<file path="src/monitor_interrupt_control_consts.vh">
/*
 * Constants for the monitor interrupt and control block: register
 * indices, control and status bit positions, reset values, timing.
 * Assumes a 125 MHz system clock and word-aligned AXI4-Lite access,
 * byte address = 4 * register index.
 */
`ifndef MONITOR_INTERRUPT_CONTROL_CONSTS_VH
`define MONITOR_INTERRUPT_CONTROL_CONSTS_VH

// ==========================================================
// Register indices
`define IDX_CONTROL 8'h40
`define IDX_STATUS_ONE 8'h41
`define IDX_STATUS_TWO 8'h42
`define IDX_MASK_ONE 8'h43
`define IDX_MASK_TWO 8'h44
`define IDX_MON_STATE 8'h45

// ==========================================================
// Control register bits
`define CTL_START 0
`define CTL_INT_EN 1
`define CTL_OT_GATE 2
`define CTL_INT_CLR 3
`define CTL_RST_PULSE 4
`define CTL_SPARE 5
`define CTL_OT_CLR 6
`define CTL_INIT 7
`define CTL_STORE_MASK 8'h2F

// ==========================================================
// Status two bits
`define ST2_CHASSIS 4
`define ST2_OT_PIN 5
`define ST2_DIODE_ONE 6
`define ST2_DIODE_TWO 7

// ==========================================================
// Reset values
`define RST_CONTROL 8'h00
`define RST_STATUS 8'h00
`define RST_MASK 8'h00

// ==========================================================
// Timing
`define CLK_HZ 125000000
`define RST_PULSE_MS 45

// ==========================================================
// Bus responses
`define RESP_OKAY 2'b00
`define RESP_DECERR 2'b11

`endif

</file>
<file path="src/monitor_interrupt_control.v">
/*
 * Control and interrupt status logic of a hardware monitor, with an
 * AXI4-Lite register slave.
 * Assumes the measurement datapath drives limit, temperature and
 * diode fault levels synchronous to aclk, and that the overtemp pin
 * wire is resolved outside from its enable.
 */
`timescale 1ns/1ps
`include "monitor_interrupt_control_consts.vh"

module monitor_interrupt_control #(
  parameter [31:0] RST_PULSE_CYC = `RST_PULSE_MS * (`CLK_HZ / 1000)
)
(
  // Clock and reset
  input wire aclk,
  input wire aresetn,
  // AXI4-Lite write address and data
  input wire [11:0] s_axi_awaddr,
  input wire s_axi_awvalid,
  output reg s_axi_awready,
  input wire [31:0] s_axi_wdata,
  input wire [3:0] s_axi_wstrb,
  input wire s_axi_wvalid,
  output reg s_axi_wready,
  // AXI4-Lite write response
  output reg [1:0] s_axi_bresp,
  output reg s_axi_bvalid,
  input wire s_axi_bready,
  // AXI4-Lite read
  input wire [11:0] s_axi_araddr,
  input wire s_axi_arvalid,
  output reg s_axi_arready,
  output reg [31:0] s_axi_rdata,
  output reg [1:0] s_axi_rresp,
  output reg s_axi_rvalid,
  input wire s_axi_rready,
  // Monitor condition levels
  input wire [7:0] limit_exceed_one,
  input wire [1:0] temp_alarm,
  input wire [1:0] limit_exceed_two,
  input wire diode_one_fault,
  input wire diode_two_fault,
  input wire chassis_intrusion,
  input wire overtemp_req,
  // Overtemp pin, open drain
  input wire overtemp_pin_n_i,
  output reg overtemp_pin_n_o,
  output reg overtemp_pin_n_oe,
  // Outputs to pins and datapath
  output reg int_n,
  output reg reset_out_n,
  output reg monitor_run,
  output reg defaults_restore
);

  // ==========================================================
  // Declarations
  reg [7:0] ctl_q;
  reg [15:0] st_q;
  reg [15:0] mask_q;
  reg aw_have_q;
  reg w_have_q;
  reg [11:0] aw_addr_q;
  reg [7:0] w_data_q;
  reg w_strb_q;
  reg pulse_busy_q;
  reg [31:0] pulse_cnt_q;
  reg ci_prev_q;
  reg ot_req_prev_q;
  reg [7:0] rd_data_d;
  reg rd_ok_d;
  reg wr_hit_d;
  wire [9:0] wr_idx;
  wire [9:0] rd_idx;
  wire wr_go;
  wire wr_en;
  wire wr_ctl;
  wire wr_init;
  wire ar_take;
  wire rd_clr_one;
  wire rd_clr_two;
  wire [15:0] st_set;
  wire [15:0] st_clr;
  wire [7:0] lim_one;
  wire int_active;
  wire ot_ext;
  wire ot_clr_wr;

  // ==========================================================
  // Address decode
  assign wr_idx = aw_addr_q[11:2];
  assign rd_idx = s_axi_araddr[11:2];
  assign wr_go = aw_have_q & w_have_q & ~s_axi_bvalid;
  assign wr_en = wr_go & w_strb_q;
  assign wr_ctl = wr_en & (wr_idx == {2'b00, `IDX_CONTROL});
  assign wr_init = wr_ctl & w_data_q[`CTL_INIT];
  assign ar_take = s_axi_arvalid & s_axi_arready;
  assign rd_clr_one = ar_take & (rd_idx == {2'b00, `IDX_STATUS_ONE});
  assign rd_clr_two = ar_take & (rd_idx == {2'b00, `IDX_STATUS_TWO});

  always @*
  begin
    case (wr_idx)
      {2'b00, `IDX_CONTROL},
      {2'b00, `IDX_STATUS_ONE},
      {2'b00, `IDX_STATUS_TWO},
      {2'b00, `IDX_MASK_ONE},
      {2'b00, `IDX_MASK_TWO},
      {2'b00, `IDX_MON_STATE}:
        wr_hit_d = 1'b1;
      default:
        wr_hit_d = 1'b0;
    endcase
  end

  // ==========================================================
  // AXI4-Lite write channel
  always @(posedge aclk)
  begin
    if (!aresetn)
    begin
      s_axi_awready <= 1'b1;
      s_axi_wready <= 1'b1;
      s_axi_bvalid <= 1'b0;
      s_axi_bresp <= `RESP_OKAY;
      aw_have_q <= 1'b0;
      w_have_q <= 1'b0;
      aw_addr_q <= 12'h000;
      w_data_q <= 8'h00;
      w_strb_q <= 1'b0;
    end
    else
    begin
      if (s_axi_awvalid && s_axi_awready)
      begin
        aw_have_q <= 1'b1;
        s_axi_awready <= 1'b0;
        aw_addr_q <= s_axi_awaddr;
      end
      if (s_axi_wvalid && s_axi_wready)
      begin
        w_have_q <= 1'b1;
        s_axi_wready <= 1'b0;
        w_data_q <= s_axi_wdata[7:0];
        w_strb_q <= s_axi_wstrb[0];
      end
      if (wr_go)
      begin
        aw_have_q <= 1'b0;
        w_have_q <= 1'b0;
        s_axi_bvalid <= 1'b1;
        s_axi_bresp <= wr_hit_d ? `RESP_OKAY : `RESP_DECERR;
      end
      if (s_axi_bvalid && s_axi_bready)
      begin
        s_axi_bvalid <= 1'b0;
        s_axi_awready <= 1'b1;
        s_axi_wready <= 1'b1;
      end
    end
  end

  // ==========================================================
  // Read data selection
  always @*
  begin
    rd_data_d = 8'h00;
    rd_ok_d = 1'b1;
    case (rd_idx)
      {2'b00, `IDX_CONTROL}:
        rd_data_d = {2'b00, ctl_q[`CTL_SPARE], pulse_busy_q,
                     ctl_q[3:0]};
      {2'b00, `IDX_STATUS_ONE}:
        rd_data_d = st_q[7:0];
      {2'b00, `IDX_STATUS_TWO}:
        rd_data_d = st_q[15:8];
      {2'b00, `IDX_MASK_ONE}:
        rd_data_d = mask_q[7:0];
      {2'b00, `IDX_MASK_TWO}:
        rd_data_d = mask_q[15:8];
      {2'b00, `IDX_MON_STATE}:
        rd_data_d = {4'h0, monitor_run, pulse_busy_q,
                     overtemp_pin_n_oe, ~int_n};
      default:
        rd_ok_d = 1'b0;
    endcase
  end

  // ==========================================================
  // AXI4-Lite read channel
  always @(posedge aclk)
  begin
    if (!aresetn)
    begin
      s_axi_arready <= 1'b1;
      s_axi_rvalid <= 1'b0;
      s_axi_rdata <= 32'h00000000;
      s_axi_rresp <= `RESP_OKAY;
    end
    else if (ar_take)
    begin
      s_axi_arready <= 1'b0;
      s_axi_rvalid <= 1'b1;
      s_axi_rdata <= {24'h000000, rd_data_d};
      s_axi_rresp <= rd_ok_d ? `RESP_OKAY : `RESP_DECERR;
    end
    else if (s_axi_rvalid && s_axi_rready)
    begin
      s_axi_rvalid <= 1'b0;
      s_axi_arready <= 1'b1;
    end
  end

  // ==========================================================
  // Control and mask registers
  always @(posedge aclk)
  begin
    if (!aresetn || wr_init)
    begin
      ctl_q <= `RST_CONTROL;
    end
    else if (wr_ctl)
    begin
      ctl_q <= w_data_q & `CTL_STORE_MASK;
    end
  end

  always @(posedge aclk)
  begin
    if (!aresetn || wr_init)
    begin
      mask_q <= {`RST_MASK, `RST_MASK};
    end
    else if (wr_en && wr_idx == {2'b00, `IDX_MASK_ONE})
    begin
      mask_q[7:0] <= w_data_q;
    end
    else if (wr_en && wr_idx == {2'b00, `IDX_MASK_TWO})
    begin
      mask_q[15:8] <= w_data_q;
    end
  end

  // Run only while started and not held by the interrupt clear
  always @(posedge aclk)
  begin
    if (!aresetn)
    begin
      monitor_run <= 1'b0;
      defaults_restore <= 1'b0;
    end
    else
    begin
      monitor_run <= ctl_q[`CTL_START] & ~ctl_q[`CTL_INT_CLR];
      defaults_restore <= wr_init;
    end
  end

  // ==========================================================
  // Reset pulse generator
  always @(posedge aclk)
  begin
    if (!aresetn)
    begin
      pulse_busy_q <= 1'b0;
      pulse_cnt_q <= 32'h00000000;
      reset_out_n <= 1'b1;
    end
    else if (wr_ctl && w_data_q[`CTL_RST_PULSE] && !pulse_busy_q)
    begin
      pulse_busy_q <= 1'b1;
      pulse_cnt_q <= RST_PULSE_CYC;
      reset_out_n <= 1'b0;
    end
    else if (pulse_busy_q)
    begin
      if (pulse_cnt_q <= 32'h00000001)
      begin
        pulse_busy_q <= 1'b0;
        pulse_cnt_q <= 32'h00000000;
        reset_out_n <= 1'b1;
      end
      else
      begin
        pulse_cnt_q <= pulse_cnt_q - 32'h00000001;
      end
    end
  end

  // ==========================================================
  // Overtemp output and pin sensing
  assign ot_clr_wr = wr_ctl & w_data_q[`CTL_OT_CLR] & ~wr_init;
  assign ot_ext = ~overtemp_pin_n_i & ~overtemp_pin_n_oe;

  always @(posedge aclk)
  begin
    if (!aresetn)
    begin
      overtemp_pin_n_oe <= 1'b0;
      overtemp_pin_n_o <= 1'b0;
      ot_req_prev_q <= 1'b0;
      ci_prev_q <= 1'b0;
    end
    else
    begin
      ot_req_prev_q <= overtemp_req;
      ci_prev_q <= chassis_intrusion;
      overtemp_pin_n_o <= 1'b0;
      if (!ctl_q[`CTL_OT_GATE])
      begin
        overtemp_pin_n_oe <= 1'b0;
      end
      else if (overtemp_req && !ot_req_prev_q)
      begin
        overtemp_pin_n_oe <= 1'b1;
      end
      else if (ot_clr_wr)
      begin
        overtemp_pin_n_oe <= 1'b0;
      end
    end
  end

  // ==========================================================
  // Status registers
  assign lim_one = limit_exceed_one | {2'b00, temp_alarm, 4'h0};

  assign st_set[7:0] = lim_one & {8{monitor_run}};
  assign st_set[9:8] = limit_exceed_two & {2{monitor_run}};
  assign st_set[11:10] = 2'b00;
  assign st_set[8 + `ST2_CHASSIS] = chassis_intrusion & ~ci_prev_q;
  assign st_set[8 + `ST2_OT_PIN] = ot_ext;
  assign st_set[8 + `ST2_DIODE_ONE] = diode_one_fault & monitor_run;
  assign st_set[8 + `ST2_DIODE_TWO] = diode_two_fault & monitor_run;

  assign st_clr = {{8{rd_clr_two}}, {8{rd_clr_one}}} | {16{wr_init}};

  genvar gi;
  generate
    for (gi = 0; gi < 16; gi = gi + 1)
    begin : g_status
      always @(posedge aclk)
      begin
        if (!aresetn)
        begin
          st_q[gi] <= 1'b0;
        end
        else
        begin
          // A set in the clearing cycle wins
          st_q[gi] <= st_set[gi] | (st_q[gi] & ~st_clr[gi]);
        end
      end
    end
  endgenerate

  // ==========================================================
  // Interrupt output
  assign int_active = |(st_q & ~mask_q);

  always @(posedge aclk)
  begin
    if (!aresetn)
    begin
      int_n <= 1'b1;
    end
    else
    begin
      // Start bit deliberately not in this term
      int_n <= ~(ctl_q[`CTL_INT_EN] & ~ctl_q[`CTL_INT_CLR]
                 & int_active);
    end
  end

endmodule

</file>
<file path="config.mk">
export PLATFORM = sky130hd
export DESIGN_NAME = monitor_interrupt_control
export DESIGN_NICKNAME = d
export VERILOG_FILES = /design/src/monitor_interrupt_control.v
export VERILOG_INCLUDE_DIRS = /design/src
export SDC_FILE = /design/constraint.sdc
export NUM_CORES = 1
export LEC_CHECK = 0
export BUFFER_PORTS_ARGS = -buffer_cell sky130_fd_sc_hd__buf_4
export CAP_MARGIN = 20
export CORE_AREA = 2 2 113 93
export DETAILED_ROUTE_END_ITERATION = 10
export DIE_AREA = 0 0 115 95
export PLACE_DENSITY = 0.79
export RECOVER_POWER = 50
export REMOVE_ABC_BUFFERS = 1
export SLEW_MARGIN = 20
export SYNTH_ARGS = -nofsm -noshare
export SYNTH_HDL_FRONTEND = slang
export SYNTH_SLANG_ARGS = --single-unit
export TNS_END_PERCENT = 50
</file>
<file path="constraint.sdc">
create_clock -name aclk -period 2.6 [get_ports aclk]
set_input_delay 0.52 -clock aclk [delete_from_list [all_inputs] [get_ports aclk]]
set_output_delay 0.52 -clock aclk [all_outputs]
set_load 0.005 [all_outputs]
</file>
After elaboration in Yosys (flattened, before gate mapping)
Cells that the tools add are included.
{"block": "word_totals", "register_bits": 117, "in_bits": 84, "output_inout_bits": 47, "word_cells": 181}
{"block": "classes", "addsub": 1, "n_lt_le_gt_ge": 1, "eq_ne": 12, "mux": 20, "n_bitwise": 79, "reduce_logical": 26}
{"operator": "== test 10 x 7 -> 1 bit (second input constant)", "n": 12}
{"operator": "one-hot mux 8 bit (6 select lines)", "n": 1}
{"operator": "two-way mux 23 bit", "n": 2}
{"operator": "AND 1 bit", "n": 33}
{"operator": "<= comparator 32 x 1 -> 1 bit (second input constant)", "n": 1}
{"operator": "two-way mux 32 bit", "n": 1}
{"operator": "subtractor 32 x 1 -> 32 bit (second input constant)", "n": 1}
{"operator": "NOT 1 bit", "n": 26}
{"operator": "AND 16 bit", "n": 1}
{"operator": "NOT 16 bit", "n": 1}
{"operator": "bitwise OR 16 bit", "n": 1}
{"operator": "OR reduction 16 bit", "n": 1}
{"operator": "two-way mux 1 bit", "n": 14}
{"operator": "bitwise OR 1 bit", "n": 14}
{"operator": "OR reduction 6 bit", "n": 2}
{"operator": "logical AND 1 bit", "n": 9}
{"operator": "AND 8 bit", "n": 1}
{"operator": "bitwise OR 8 x 6 -> 8 bit", "n": 1}
{"operator": "nonzero test 2 bit", "n": 4}
{"operator": "AND reduction 2 bit", "n": 3}
{"operator": "OR reduction 2 bit", "n": 3}
{"operator": "two-way mux 2 bit", "n": 2}
{"operator": "logical NOT 1 bit", "n": 3}
{"operator": "AND 2 bit", "n": 1}
{"operator": "logical OR 1 bit", "n": 1}

Logic depth before layout (Yosys ltp)
Gate-level depths: netlist of the first run.
{"block": "logic_depth", "word_depth": 9, "depth_mapped": 10, "mapped_depth_nobuf": 8}

Worst setup path after synthesis of the first run
OpenSTA, ideal clock, no wires.
{"block": "synth_path", "kind": "register to register", "start": "reg aw_addr_q[10]", "end": "reg pulse_cnt_q[28]", "setup_time_ns": 0.115, "arrival_time_ns": 2.240, "required_time_ns": 2.485, "path_slack_ns": 0.246, "path_stages_with_launch": 10, "cell_sequence": "dfxtp_1 or4b_1 or3_4 or4_1 buf_2 nand2_4 a21o_1 buf_6 buf_8 nor2_1"}
{"block": "synth_between", "elab_chain_cells": 5}
{"item": "start, declared", "line": "monitor_interrupt_control.v:64", "source": "reg [11:0] aw_addr_q;"}
{"item": "start signal, assigned", "line": "monitor_interrupt_control.v:139", "source": "aw_addr_q <= s_axi_awaddr;"}
{"item": "== test 10 x 7 -> 1 bit", "line": "monitor_interrupt_control.v:96", "source": "assign wr_ctl = wr_en & (wr_idx == {2'b00, `IDX_CONTROL});"}
{"item": "AND 1 bit", "line": "monitor_interrupt_control.v:96"}
{"item": "logical AND 1 bit (2 in series)", "line": "monitor_interrupt_control.v:270", "source": "else if (wr_ctl && w_data_q[`CTL_RST_PULSE] && !pulse_busy_q)"}
{"item": "OR reduction 2 bit (no source line)"}
{"item": "end signal, assigned", "line": "monitor_interrupt_control.v:286", "source": "pulse_cnt_q <= pulse_cnt_q - 32'h00000001;"}
{"item": "end, declared", "line": "monitor_interrupt_control.v:68", "source": "reg [31:0] pulse_cnt_q;"}
Every way passes these cells.
A chain may end at the register's enable or synchronous reset.

Final worst setup path of the first run
{"block": "layout_path", "start": "reg aw_addr_q[10]", "end": "reg st_q[1]"}
{"block": "layout_between", "elab_chain_cells": 7}
{"item": "== test 10 x 7 -> 1 bit", "line": "monitor_interrupt_control.v:96"}
{"item": "AND 1 bit", "line": "monitor_interrupt_control.v:96"}
{"item": "AND 1 bit", "line": "monitor_interrupt_control.v:97", "source": "assign wr_init = wr_ctl & w_data_q[`CTL_INIT];"}
{"item": "bitwise OR 16 bit", "line": "monitor_interrupt_control.v:337", "source": "assign st_clr = {{8{rd_clr_two}}, {8{rd_clr_one}}} | {16{wr_init}};"}
{"item": "NOT 1 bit", "line": "monitor_interrupt_control.v:352", "source": "st_q[gi] <= st_set[gi] | (st_q[gi] & ~st_clr[gi]);"}
{"item": "AND 1 bit", "line": "monitor_interrupt_control.v:352"}
{"item": "bitwise OR 1 bit", "line": "monitor_interrupt_control.v:352"}
{"item": "end signal, assigned by index", "line": "monitor_interrupt_control.v:352"}
{"item": "end, declared", "line": "monitor_interrupt_control.v:60", "source": "reg [15:0] st_q;"}
Every way passes these cells.

==> impl_metrics.yaml, run 1 <==
timing:
  period_minus_slack_ns: 2.507
  post-route-worst-setup-slack_ns: 0.09326
  slew_violations: 0
  rsz0062_at_grt: "false"
  finalHoldViolCount: 0
  worst_slew_margin_relative_to_its_limit: 0.3663
  timing_worst_slew_pin_value_ns: 0.9495
  fin_setup_tns_ns: 0
  fin_worst_skew_ns: 0.01100
  share_of_the_clock_period_used_by_the_worst_path: 0.9641
  fmax_ghz: 0.3989
  setup_viol: 0
clock_network:
  cts_made_buffers: 17
  post-cts-setup-buffers: 0
  cts_h_tree_lvls: 4
  clock_slew_at_the_register_clock_pins_of_the_worst_setup_and_hold_paths_ns: 0.05
  ctsLongestPathBuffers: 2
  cts_sinks: 113
  holdBufCountCts: 0
  cts_resized: 0
  clock_tree.root_cell: "sky130_fd_sc_hd__clkbuf_16"
  cts_tree: "yes"
  worst_skew_pair.late_latency_ns: 0.41
logic_synthesis:
  synth-edff-count: 0
  synthesized_instance_count: 606
  synth_top_cell_by_area: "sky130_fd_sc_hd__dfxtp_1"
  synth_area_um2: 5115
  synth.distinct_cells: 60
  ys_dominant_reg_cell: "sky130_fd_sc_hd__dfxtp_1"
  netlist.area_leader.share: 0.4423
  most_frequent_cell_after_synthesis: "sky130_fd_sc_hd__dfxtp_1"
  syn_area_per_cell_um2: 8.440
  synth_async_sr_flop_share: 0
  synth_warnings: 0
  yosys-top-cells-count: "113 x sky130_fd_sc_hd__dfxtp_1, 84 x sky130_fd_sc_hd__nor2_1, 68 x sky130_fd_sc_hd__nand2_1, 39 x sky130_fd_sc_hd__a21oi_1"
  synth_seq_area_share: 0.4423
  synth.top_cells.by_area: "sky130_fd_sc_hd__dfxtp_1 44%, sky130_fd_sc_hd__nor2_1 6.2%, sky130_fd_sc_hd__mux2i_1 5.1%"
  synth.ff_latch_count: 113
placement:
  numPortBuffers: 74
  place_ws_ns: 0.1179
  dp_hpwl_um: 9385
  placer_congestion_estimate: 0.8993
  place.detailed.instances: 789
drt:
  routed_wire_length_per_instance_um: 15.94
  remaining_drc_errors: 0
  route.vias.total: 4626
  routed_wirelength_um: 13070
  drt-pass1-iter-count: 6
  postRouteAntennaNets: 0
  dr.first_iter.drc_count: 306
  drt-vias-per-instance: 5.641
critical_path:
  worst_path_max_fanout: 8
  r2r_start: "aw_addr_q[10]"
  crit_type: "register to register"
  required_ns: 2.90
  startpoint_type: "register"
  r2r_end: "st_q[1]"
  crit_path_end_kind: "register"
  timing.critical_path.arrival_ns: 2.81
  rrSetupSlack_ns: 0.09
  r2r.worst_path.cells: 6
power_and_ir_drop:
  sw_frac_of_total: 0.2149
  power.share.combinational: 0.052
  power.share.clock: 0.537
  seq_power_share: 0.411
  p_int_mw: 3.438
  power_density_nw_per_um2: 694.1
  power.switching_mw: 0.9411
  irDropWorstVdd_uv: 422.1
  power.leakage_nw: 2.587
worst_hold_path:
  hold_path_startpoint: "limit_exceed_one[7]"
  hold_path_sink: "st_q[7]"
  hold-path-cell-count: 2
  timing.hold.worst.class: "input pin to register"
die:
  die_area_um2: 10930
  floorplan.initialDensity: 0.5162
  core_area_um2: 9910
  dieHeight_um: 95
  rows: 33
  floorplan.die.width_um: 115
  ios: 131
outcome:
  outcome: "complete, no violations"
finish:
  post-route-util: 0.6366
  filler_cell_count: 826
  area_growth_pct: 23.34
  post_route_cells_drive_above_1_share: 0.1862
  post_layout_nonfiller_instances: 820
  layout.nets: 772
  n_antenna_cell: 0
global_route:
  grtUsageTotal: 0.2459
  antenna_found_initial: 0
  grt_pass1_vias: 4255
  grt_start_max_net_pins: 28
  global_route_congestion_overflow_total: 0
  wire_length_of_the_first_global_routing_pass_um: 20690
run:
  max-cap-violations: 0
metal layers:
layer | vias to the layer above | global-route usage | part of all wire
met2 | 220 | 0.3662 | 0.43
met1 | 2156 | 0.3436 | 0.47
li1 | 2223 | - | -
met5 | - | 0 | 0
met4 | 0 | 0.08735 | 0.016
met3 | 27 | 0.06611 | 0.079
flip-flops by register name, indices dropped and copies added (netlist names), 5 cells and up:
| signal | cells |
|---|---|
| pulse_cnt_q | 32 |
| mask_q | 16 |
| st_q | 16 |
| aw_addr_q | 10 |
| s_axi_rdata | 8 |
| w_data_q | 8 |
| ctl_q | 5 |
worst max-delay path by stage:
stage	start	cells past startpoint	endpoint
2_1_floorplan	aw_addr_q[10]	6	st_q[0]
3_3_place_gp	aw_addr_q[10]	6	st_q[1]
3_5_place_dp	aw_addr_q[10]	6	st_q[6]
4_1_cts	aw_addr_q[10]	6	st_q[0]
5_1_grt	aw_addr_q[10]	6	st_q[1]
6_report	aw_addr_q[10]	6	st_q[1]
area by class of cell:
type | instances | area [µm²] | share of cell area
multi-input cells | 435 | 2505 | 0.3971
flip-flops and latches | 113 | 2262 | 0.3586
repair buffers | 91 | 673.1 | 0.1067
clock buffers | 24 | 511.7 | 0.08112
well taps | 122 | 152.6 | 0.02420
inverters | 28 | 105.1 | 0.01666
clock inverters | 7 | 98.84 | 0.01567
power groups by stage:
stage	Clock, mW	Sequential, mW	Combinational [mW]
floorplan	0	1.83	0.100
global placement	0	1.83	0.225
detailed placement	0	1.83	0.231
CTS	2.37	1.80	0.232
global route	2.43	1.80	0.256
finish	2.35	1.80	0.229
worst max-delay path, cell delays in order, from the launching register on:
cell                      delay, ns
sky130_fd_sc_hd__dfxtp_1       0.30
sky130_fd_sc_hd__or4b_1        0.54
sky130_fd_sc_hd__or3_4         0.40
sky130_fd_sc_hd__or4_1         0.43
sky130_fd_sc_hd__nand2_1       0.21
sky130_fd_sc_hd__a21oi_1       0.19
sky130_fd_sc_hd__a22o_1        0.32
metrics by stage:
step / total power [mW] / hold WS [ns] / cell area (µm²)
finish: 4.379 / 0.3163 / 6309
global route: 4.490 / 0.3155 / 6309
CTS: 4.399 / 0.3089 / 6337
detailed placement: 2.065 / 0.4479 / 5727
global placement: 2.057 / 0.4400 / 5727
floorplan: 1.928 / 0.4050 / 4878
cell families after synthesis:
family / count (synthesis) / synth area share
mux: 28 / 0.05528
compound gates: 111 / 0.1399
simple gates: 251 / 0.2417
xor+xnor: 18 / 0.03082
flops: 113 / 0.4423
buf+inv: 82 / 0.08439
other cells: 1 / 0.0007332
fa+ha+maj: 2 / 0.004892
cell usage in the layout, fill, tap and decap left out, types with 7 or more instances in the layout:
cell	count
sky130_fd_sc_hd__a21oi_1	39
sky130_fd_sc_hd__nor4_1	7
sky130_fd_sc_hd__dfxtp_1	113
sky130_fd_sc_hd__buf_4	63
sky130_fd_sc_hd__nor2_1	84
sky130_fd_sc_hd__o21ai_0	22
sky130_fd_sc_hd__mux2i_1	26
sky130_fd_sc_hd__or3_1	11
sky130_fd_sc_hd__nand4_1	7
sky130_fd_sc_hd__o22ai_1	7
sky130_fd_sc_hd__nand3_1	11
sky130_fd_sc_hd__nand2_1	68
sky130_fd_sc_hd__clkbuf_4	21
sky130_fd_sc_hd__conb_1	25
sky130_fd_sc_hd__xnor2_1	10
sky130_fd_sc_hd__xor2_1	8
sky130_fd_sc_hd__a22o_1	12
sky130_fd_sc_hd__inv_1	27
sky130_fd_sc_hd__nor3_1	16
sky130_fd_sc_hd__clkbuf_16	17
(Power assumes the default switching activity.)
==> run 2, diff against run 1 <==
GPL_TIMING_DRIVEN = 0   (was not set)
==> run 2 against run 1 <==
Compared with the run above:
- register-to-register slack hardly changed
- die area stayed put
- non-clock buffer count is 12 lower
- critical endpoint is now st_q[7]
- highest routed layer unchanged
- worst setup slack hardly changed
==> impl_metrics.yaml, run 2 (synthesis gave the netlist of run 1 again) <==
power_and_ir_drop:
  irDropWorstVdd_uv: 406.3
  power.leakage_nw: 2.518
  power_density_nw_per_um2: 671.0
critical_path:
  timing.critical_path.slowest_cell_delay_ns: 0.55
  r2r.worst_path.cells: 6
  cp.depth: 6
  worst_setup_path_endpoint: "st_q[7]"
  launch_point_of_the_critical_path: "aw_addr_q[10]"
  crit_type: "register to register"
  timing.critical_path.cells: "or4b_1 > or3_1 > or4_4 > nand2_4 > a21oi_2 > a22o_1"
  critPathBufInv: 0
  r2r_start: "aw_addr_q[10]"
  worst_path_max_fanout: 12
  required_ns: 2.90
  crit_slowest_cell: "sky130_fd_sc_hd__or4b_1"
  crit_path_end_kind: "register"
  r2r_end: "st_q[7]"
  timing.critical_path.arrival_ns: 2.81
  rrSetupSlack_ns: 0.09
  startpoint_type: "register"
  cp_delay_by_family_top: "simple AND/OR/NAND/NOR gates"
drt:
  routed_wirelength_um: 13060
  drt-vias-per-instance: 5.700
  routed_wire_length_per_instance_um: 16.12
  remaining_drc_errors: 0
  postRouteAntennaNets: 0
  dr.first_iter.drc_count: 478
  drt-pass1-iter-count: 6
  route.vias.total: 4617
finish:
  mostFrequentLayoutCell: "sky130_fd_sc_hd__dfxtp_1"
  post_layout_nonfiller_instances: 810
  register_with_the_most_flip_flops: "pulse_cnt_q"
  post_route_cells_drive_above_1_share: 0.1919
  top_flop_regs: "pulse_cnt_q x32, mask_q x16, st_q x16"
  area_growth_pct: 21.67
  n_antenna_cell: 0
  final_cell_mix: "113 x sky130_fd_sc_hd__dfxtp_1, 84 x sky130_fd_sc_hd__nor2_1, 67 x sky130_fd_sc_hd__nand2_1"
  largest_register_ff_count: 32
  filler_cell_count: 809
  final_design_area_no_fill_um2: 6223
  layout.nets: 761
  post-route-util: 0.6280
worst_hold_path:
  timing.hold.worst.class: "input pin to register"
timing:
  share_of_the_clock_period_used_by_the_worst_path: 0.9642
  timing_worst_slew_pin_value_ns: 0.9701
  slew_violations: 0
  period_minus_slack_ns: 2.507
  worst_slew_margin_relative_to_its_limit: 0.3493
  finalHoldViolCount: 0
  setup_viol: 0
  fin_worst_skew_ns: 0.007148
  rsz0062_at_grt: "false"
  fmax_ghz: 0.3989
global_route:
  grt_pass1_vias: 4225
  wire_length_of_the_first_global_routing_pass_um: 20560
  grtUsageTotal: 0.2433
  grt_start_max_net_pins: 34
  antenna_found_initial: 0
  global_route_congestion_overflow_total: 0
clock_network:
  cts_tree: "yes"
  cts_h_tree_lvls: 4
  clock_tree.root_cell: "sky130_fd_sc_hd__clkbuf_16"
  cts_sinks: 113
  clock_slew_at_the_register_clock_pins_of_the_worst_setup_and_hold_paths_ns: 0.05
  cts_made_buffers: 17
  holdBufCountCts: 0
  ctsLongestPathBuffers: 2
  worst_skew_pair.late_latency_ns: 0.41
die:
  rows: 33
  die_area_um2: 10930
  floorplan.initialDensity: 0.5162
  core_area_um2: 9910
  floorplan.die.width_um: 115
  dieHeight_um: 95
  ios: 131
placement:
  dp_hpwl_um: 9120
  dpl_cell_area_um2: 5587
  numPortBuffers: 74
  placer_congestion_estimate: 0.9617
  place.detailed.instances: 772
run:
  max-cap-violations: 0
outcome:
  outcome: "complete, no violations"
[run 2: cell count changes in the layout (fill, tap and decap cells not counted), sizes merged]
cell,change
nand2,+1
clkinvlp,+2
buf,-9
inv,-1
clkinv,+3
bufinv,-1
clkbuf,-5
[run 2: how the worst min path moves through the flow]
| stage | from | endpoint | depth (start not counted) |
|---|---|---|---|
| 2_1_floorplan | ctl_q[1] | int_n | 1 |
| 3_3_place_gp | aw_addr_q[7] | aw_addr_q[7] | 2 |
| 3_5_place_dp | aw_addr_q[11] | aw_addr_q[11] | 2 |
| 4_1_cts | limit_exceed_one[2] | st_q[2] | 2 |
| 5_1_grt | limit_exceed_one[2] | st_q[2] | 2 |
| 6_report | limit_exceed_one[2] | st_q[2] | 2 |
[run 2: metal layers]
layer | GRT usage | part of all wire | vias to the layer above
li1 | - | - | 2193
met1 | 0.3347 | 0.46 | 2170
met2 | 0.3676 | 0.45 | 243
met3 | 0.06033 | 0.087 | 11
met4 | 0.09639 | 0.0070 | 0
met5 | 0 | 0 | -
[run 2: through the flow]
stage | setup slack [ns] | TNS (ns) | hold slack (ns) | total power, mW
after detailed placement | -0.4982 | -12.33 | 0.4483 | 2.059
after floorplan | -0.01495 | -0.08970 | 0.4050 | 1.928
after global placement | -0.4867 | -11.11 | 0.4387 | 2.052
final | 0.09317 | 0 | 0.3188 | 4.176
after CTS | 0.05491 | 0 | 0.3141 | 4.193
after global routing | 0.03361 | 0 | 0.3152 | 4.309
[run 2: power breakdown]
group          switching [mW]  total, mW  internal [mW]
combinational           0.124      0.229          0.105
clock                   0.794       2.15           1.35
sequential             0.0285       1.80           1.77
total                   0.947       4.18           3.23
[run 2: timing repair]
action	in CTS	in global routing
gates cloned	1	0
pin swaps	1	2
endpoints found under the setup margin	37	24
endpoints found under the hold margin	0	0
gates resized for setup	6	7
setup buffers	0	5
[run 2: final cells by class]
| type | instances | area, µm² | area share |
|---|---|---|---|
| Tap cell | 122 | 152.6 | 0.02453 |
| Timing Repair Buffer | 79 | 589.3 | 0.09469 |
| Clock inverter | 10 | 86.33 | 0.01387 |
| Inverter | 28 | 105.1 | 0.01689 |
| Clock buffer | 22 | 464.2 | 0.07459 |
| Multi-Input combinational cell | 436 | 2564 | 0.4119 |
| Sequential cell | 113 | 2262 | 0.3635 |
==> run 3, diff against run 2 <==
CORE_AREA = 2 2 111 92   (was 2 2 113 93)
DIE_AREA = 0 0 113 94   (was 0 0 115 95)
PLACE_DENSITY = 0.81   (was 0.79)
clock period = 3.1 ns   (was 2.6 ns; I/O delays follow)
==> run 3 against run 2 <==
Compared with the run above:
- the flow now finishes with violations (design-rule violations)
- non-clock buffer count down 4
- via count down 1.6%
- clock-buffer cell count down 4
- clock power up 2%
- sequential power down 16%
- hold slack better by 0.081 ns
- global-route usage up 0.30 points
- fmax down 13%
- utilization up 3.3 points
- design area up 0.40%
- clock skew about the same
- critical path depth unchanged
==> impl_metrics.yaml, run 3 (synthesis gave the netlist of run 1 again) <==
clock_network:
  holdBufCountCts: 0
  clock_tree.root_cell: "sky130_fd_sc_hd__clkbuf_16"
  clock_slew_at_the_register_clock_pins_of_the_worst_setup_and_hold_paths_ns: 0.05
  cts_resized: 0
  cts_sinks: 113
  cts_tree: "yes"
  cts_h_tree_lvls: 4
  post-cts-setup-buffers: 0
  ctsLongestPathBuffers: 2
  cts_made_buffers: 17
  worst_skew_pair.late_latency_ns: 0.41
finish:
  area_growth_pct: 22.16
  filler_cell_count: 767
  final_design_area_no_fill_um2: 6248
  mostFrequentLayoutCell: "sky130_fd_sc_hd__dfxtp_1"
  final_cell_mix: "113 x sky130_fd_sc_hd__dfxtp_1, 84 x sky130_fd_sc_hd__nor2_1, 67 x sky130_fd_sc_hd__nand2_1"
  largest_register_ff_count: 32
  register_with_the_most_flip_flops: "pulse_cnt_q"
  post_route_cells_drive_above_1_share: 0.1786
  n_antenna_cell: 0
  layout.nets: 756
  top_flop_regs: "pulse_cnt_q x32, mask_q x16, st_q x16"
die:
  die_area_um2: 10620
  floorplan.die.width_um: 113
  core_area_um2: 9449
  floorplan.initialDensity: 0.5413
  dieHeight_um: 94
  ios: 131
  rows: 32
global_route:
  wire_length_of_the_first_global_routing_pass_um: 20740
  grt_pass1_vias: 4244
  global_route_congestion_overflow_total: 0
  grt_start_max_net_pins: 34
  grtUsageTotal: 0.2463
  antenna_found_initial: 0
critical_path:
  crit_type: "register to register"
  crit_path_end_kind: "register"
  worst_path_max_fanout: 19
  rrSetupSlack_ns: 0.22
  timing.critical_path.arrival_ns: 3.15
  startpoint_type: "register"
  required_ns: 3.37
placement:
  numPortBuffers: 74
  dpl_cell_area_um2: 5583
  placer_congestion_estimate: 0.9458
  dp_hpwl_um: 9113
  place_ws_ns: 0.03911
drt:
  route.vias.total: 4544
  routed_wirelength_um: 12930
  drt-pass1-iter-count: 11
  postRouteAntennaNets: 0
  routed_wire_length_per_instance_um: 16.13
  dr.first_iter.drc_count: 353
  drt-vias-per-instance: 5.666
  remaining_drc_errors: 5
timing:
  post-route-worst-setup-slack_ns: 0.2226
  timing_worst_slew_pin_value_ns: 1.151
  share_of_the_clock_period_used_by_the_worst_path: 0.9282
  fin_worst_skew_ns: 0.006708
  slew_violations: 0
  fin_setup_tns_ns: 0
  rsz0062_at_grt: "false"
  holdWs_ns: 0.3994
  worst_slew_margin_relative_to_its_limit: 0.2323
  setup_viol: 0
  finalHoldViolCount: 0
  period_minus_slack_ns: 2.877
  fmax_ghz: 0.3475
power_and_ir_drop:
  irDropWorstVdd_uv: 307.6
  power.total_mw: 3.891
  power_density_nw_per_um2: 622.7
  power.leakage_nw: 2.540
run:
  max-cap-violations: 0
outcome:
  outcome: "finished, violations left"
  violations: "design-rule violations"
worst_hold_path:
  timing.hold.worst.class: "input pin to register"
## run 3: changes by cell type in the layout (fill, tap and decap cells not counted), moves of 3 or more
cell and delta:
sky130_fd_sc_hd__clkinv_2 -5, sky130_fd_sc_hd__clkbuf_1 -3, sky130_fd_sc_hd__inv_6 +5, sky130_fd_sc_hd__or4_4 -3, sky130_fd_sc_hd__or4_1 +3, sky130_fd_sc_hd__buf_4 -5
sky130_fd_sc_hd__bufinv_16 +4
## run 3: metrics by stage
| step | instances | util |
|---|---|---|
| 5_1_grt | 802 | 0.6613 |
| 2_1_floorplan | 576 | - |
| 3_3_place_gp | 769 | 0.5908 |
| 4_1_cts | 801 | 0.6611 |
| 3_5_place_dp | 769 | 0.5908 |
| 6_report | 802 | 0.6613 |
## run 3: final timing paths
kind                            depth (start not counted)     startpoint         endpoint
worst max-delay path                                    6  aw_addr_q[10]  pulse_cnt_q[28]
worst min-delay path                                    2  s_axi_awvalid    s_axi_awready
worst max register to register                          6  aw_addr_q[10]  pulse_cnt_q[28]
worst min register to register                          2   aw_addr_q[6]     aw_addr_q[6]
## run 3: metal layers
metal  track usage  up-vias  share of wire
li1              -     2188              -
met1        0.3358     2132           0.45
met2        0.3782      201           0.44
met3       0.06903       23          0.088
met4       0.08028        0          0.015
met5             0        -              0
## run 3: area by class of cell
cell class,instances,area [µm²],share of cell area
flip-flops and latches,113,2262,0.3620
well taps,119,148.9,0.02383
multi-input cells,435,2509,0.4015
clock buffers,18,439.2,0.07028
inverters,28,105.1,0.01682
repair buffers,75,559.3,0.08951
clock inverters,14,225.2,0.03604
## run 3: where the power goes
| group | total (mW) | internal, mW | switching, mW |
|---|---|---|---|
| Clock | 2.19 | 1.46 | 0.733 |
| Sequential | 1.51 | 1.48 | 0.0244 |
| Combinational | 0.190 | 0.0872 | 0.102 |
## run 3: worst max-delay path, cell delays in order (launching register included)
cell and delay (ns):
sky130_fd_sc_hd__dfxtp_1 0.31, sky130_fd_sc_hd__or4b_1 0.56, sky130_fd_sc_hd__or3_1 0.42, sky130_fd_sc_hd__or4_1 0.69, sky130_fd_sc_hd__nand2_4 0.15, sky130_fd_sc_hd__a21o_1 0.49
sky130_fd_sc_hd__nor2_1 0.12
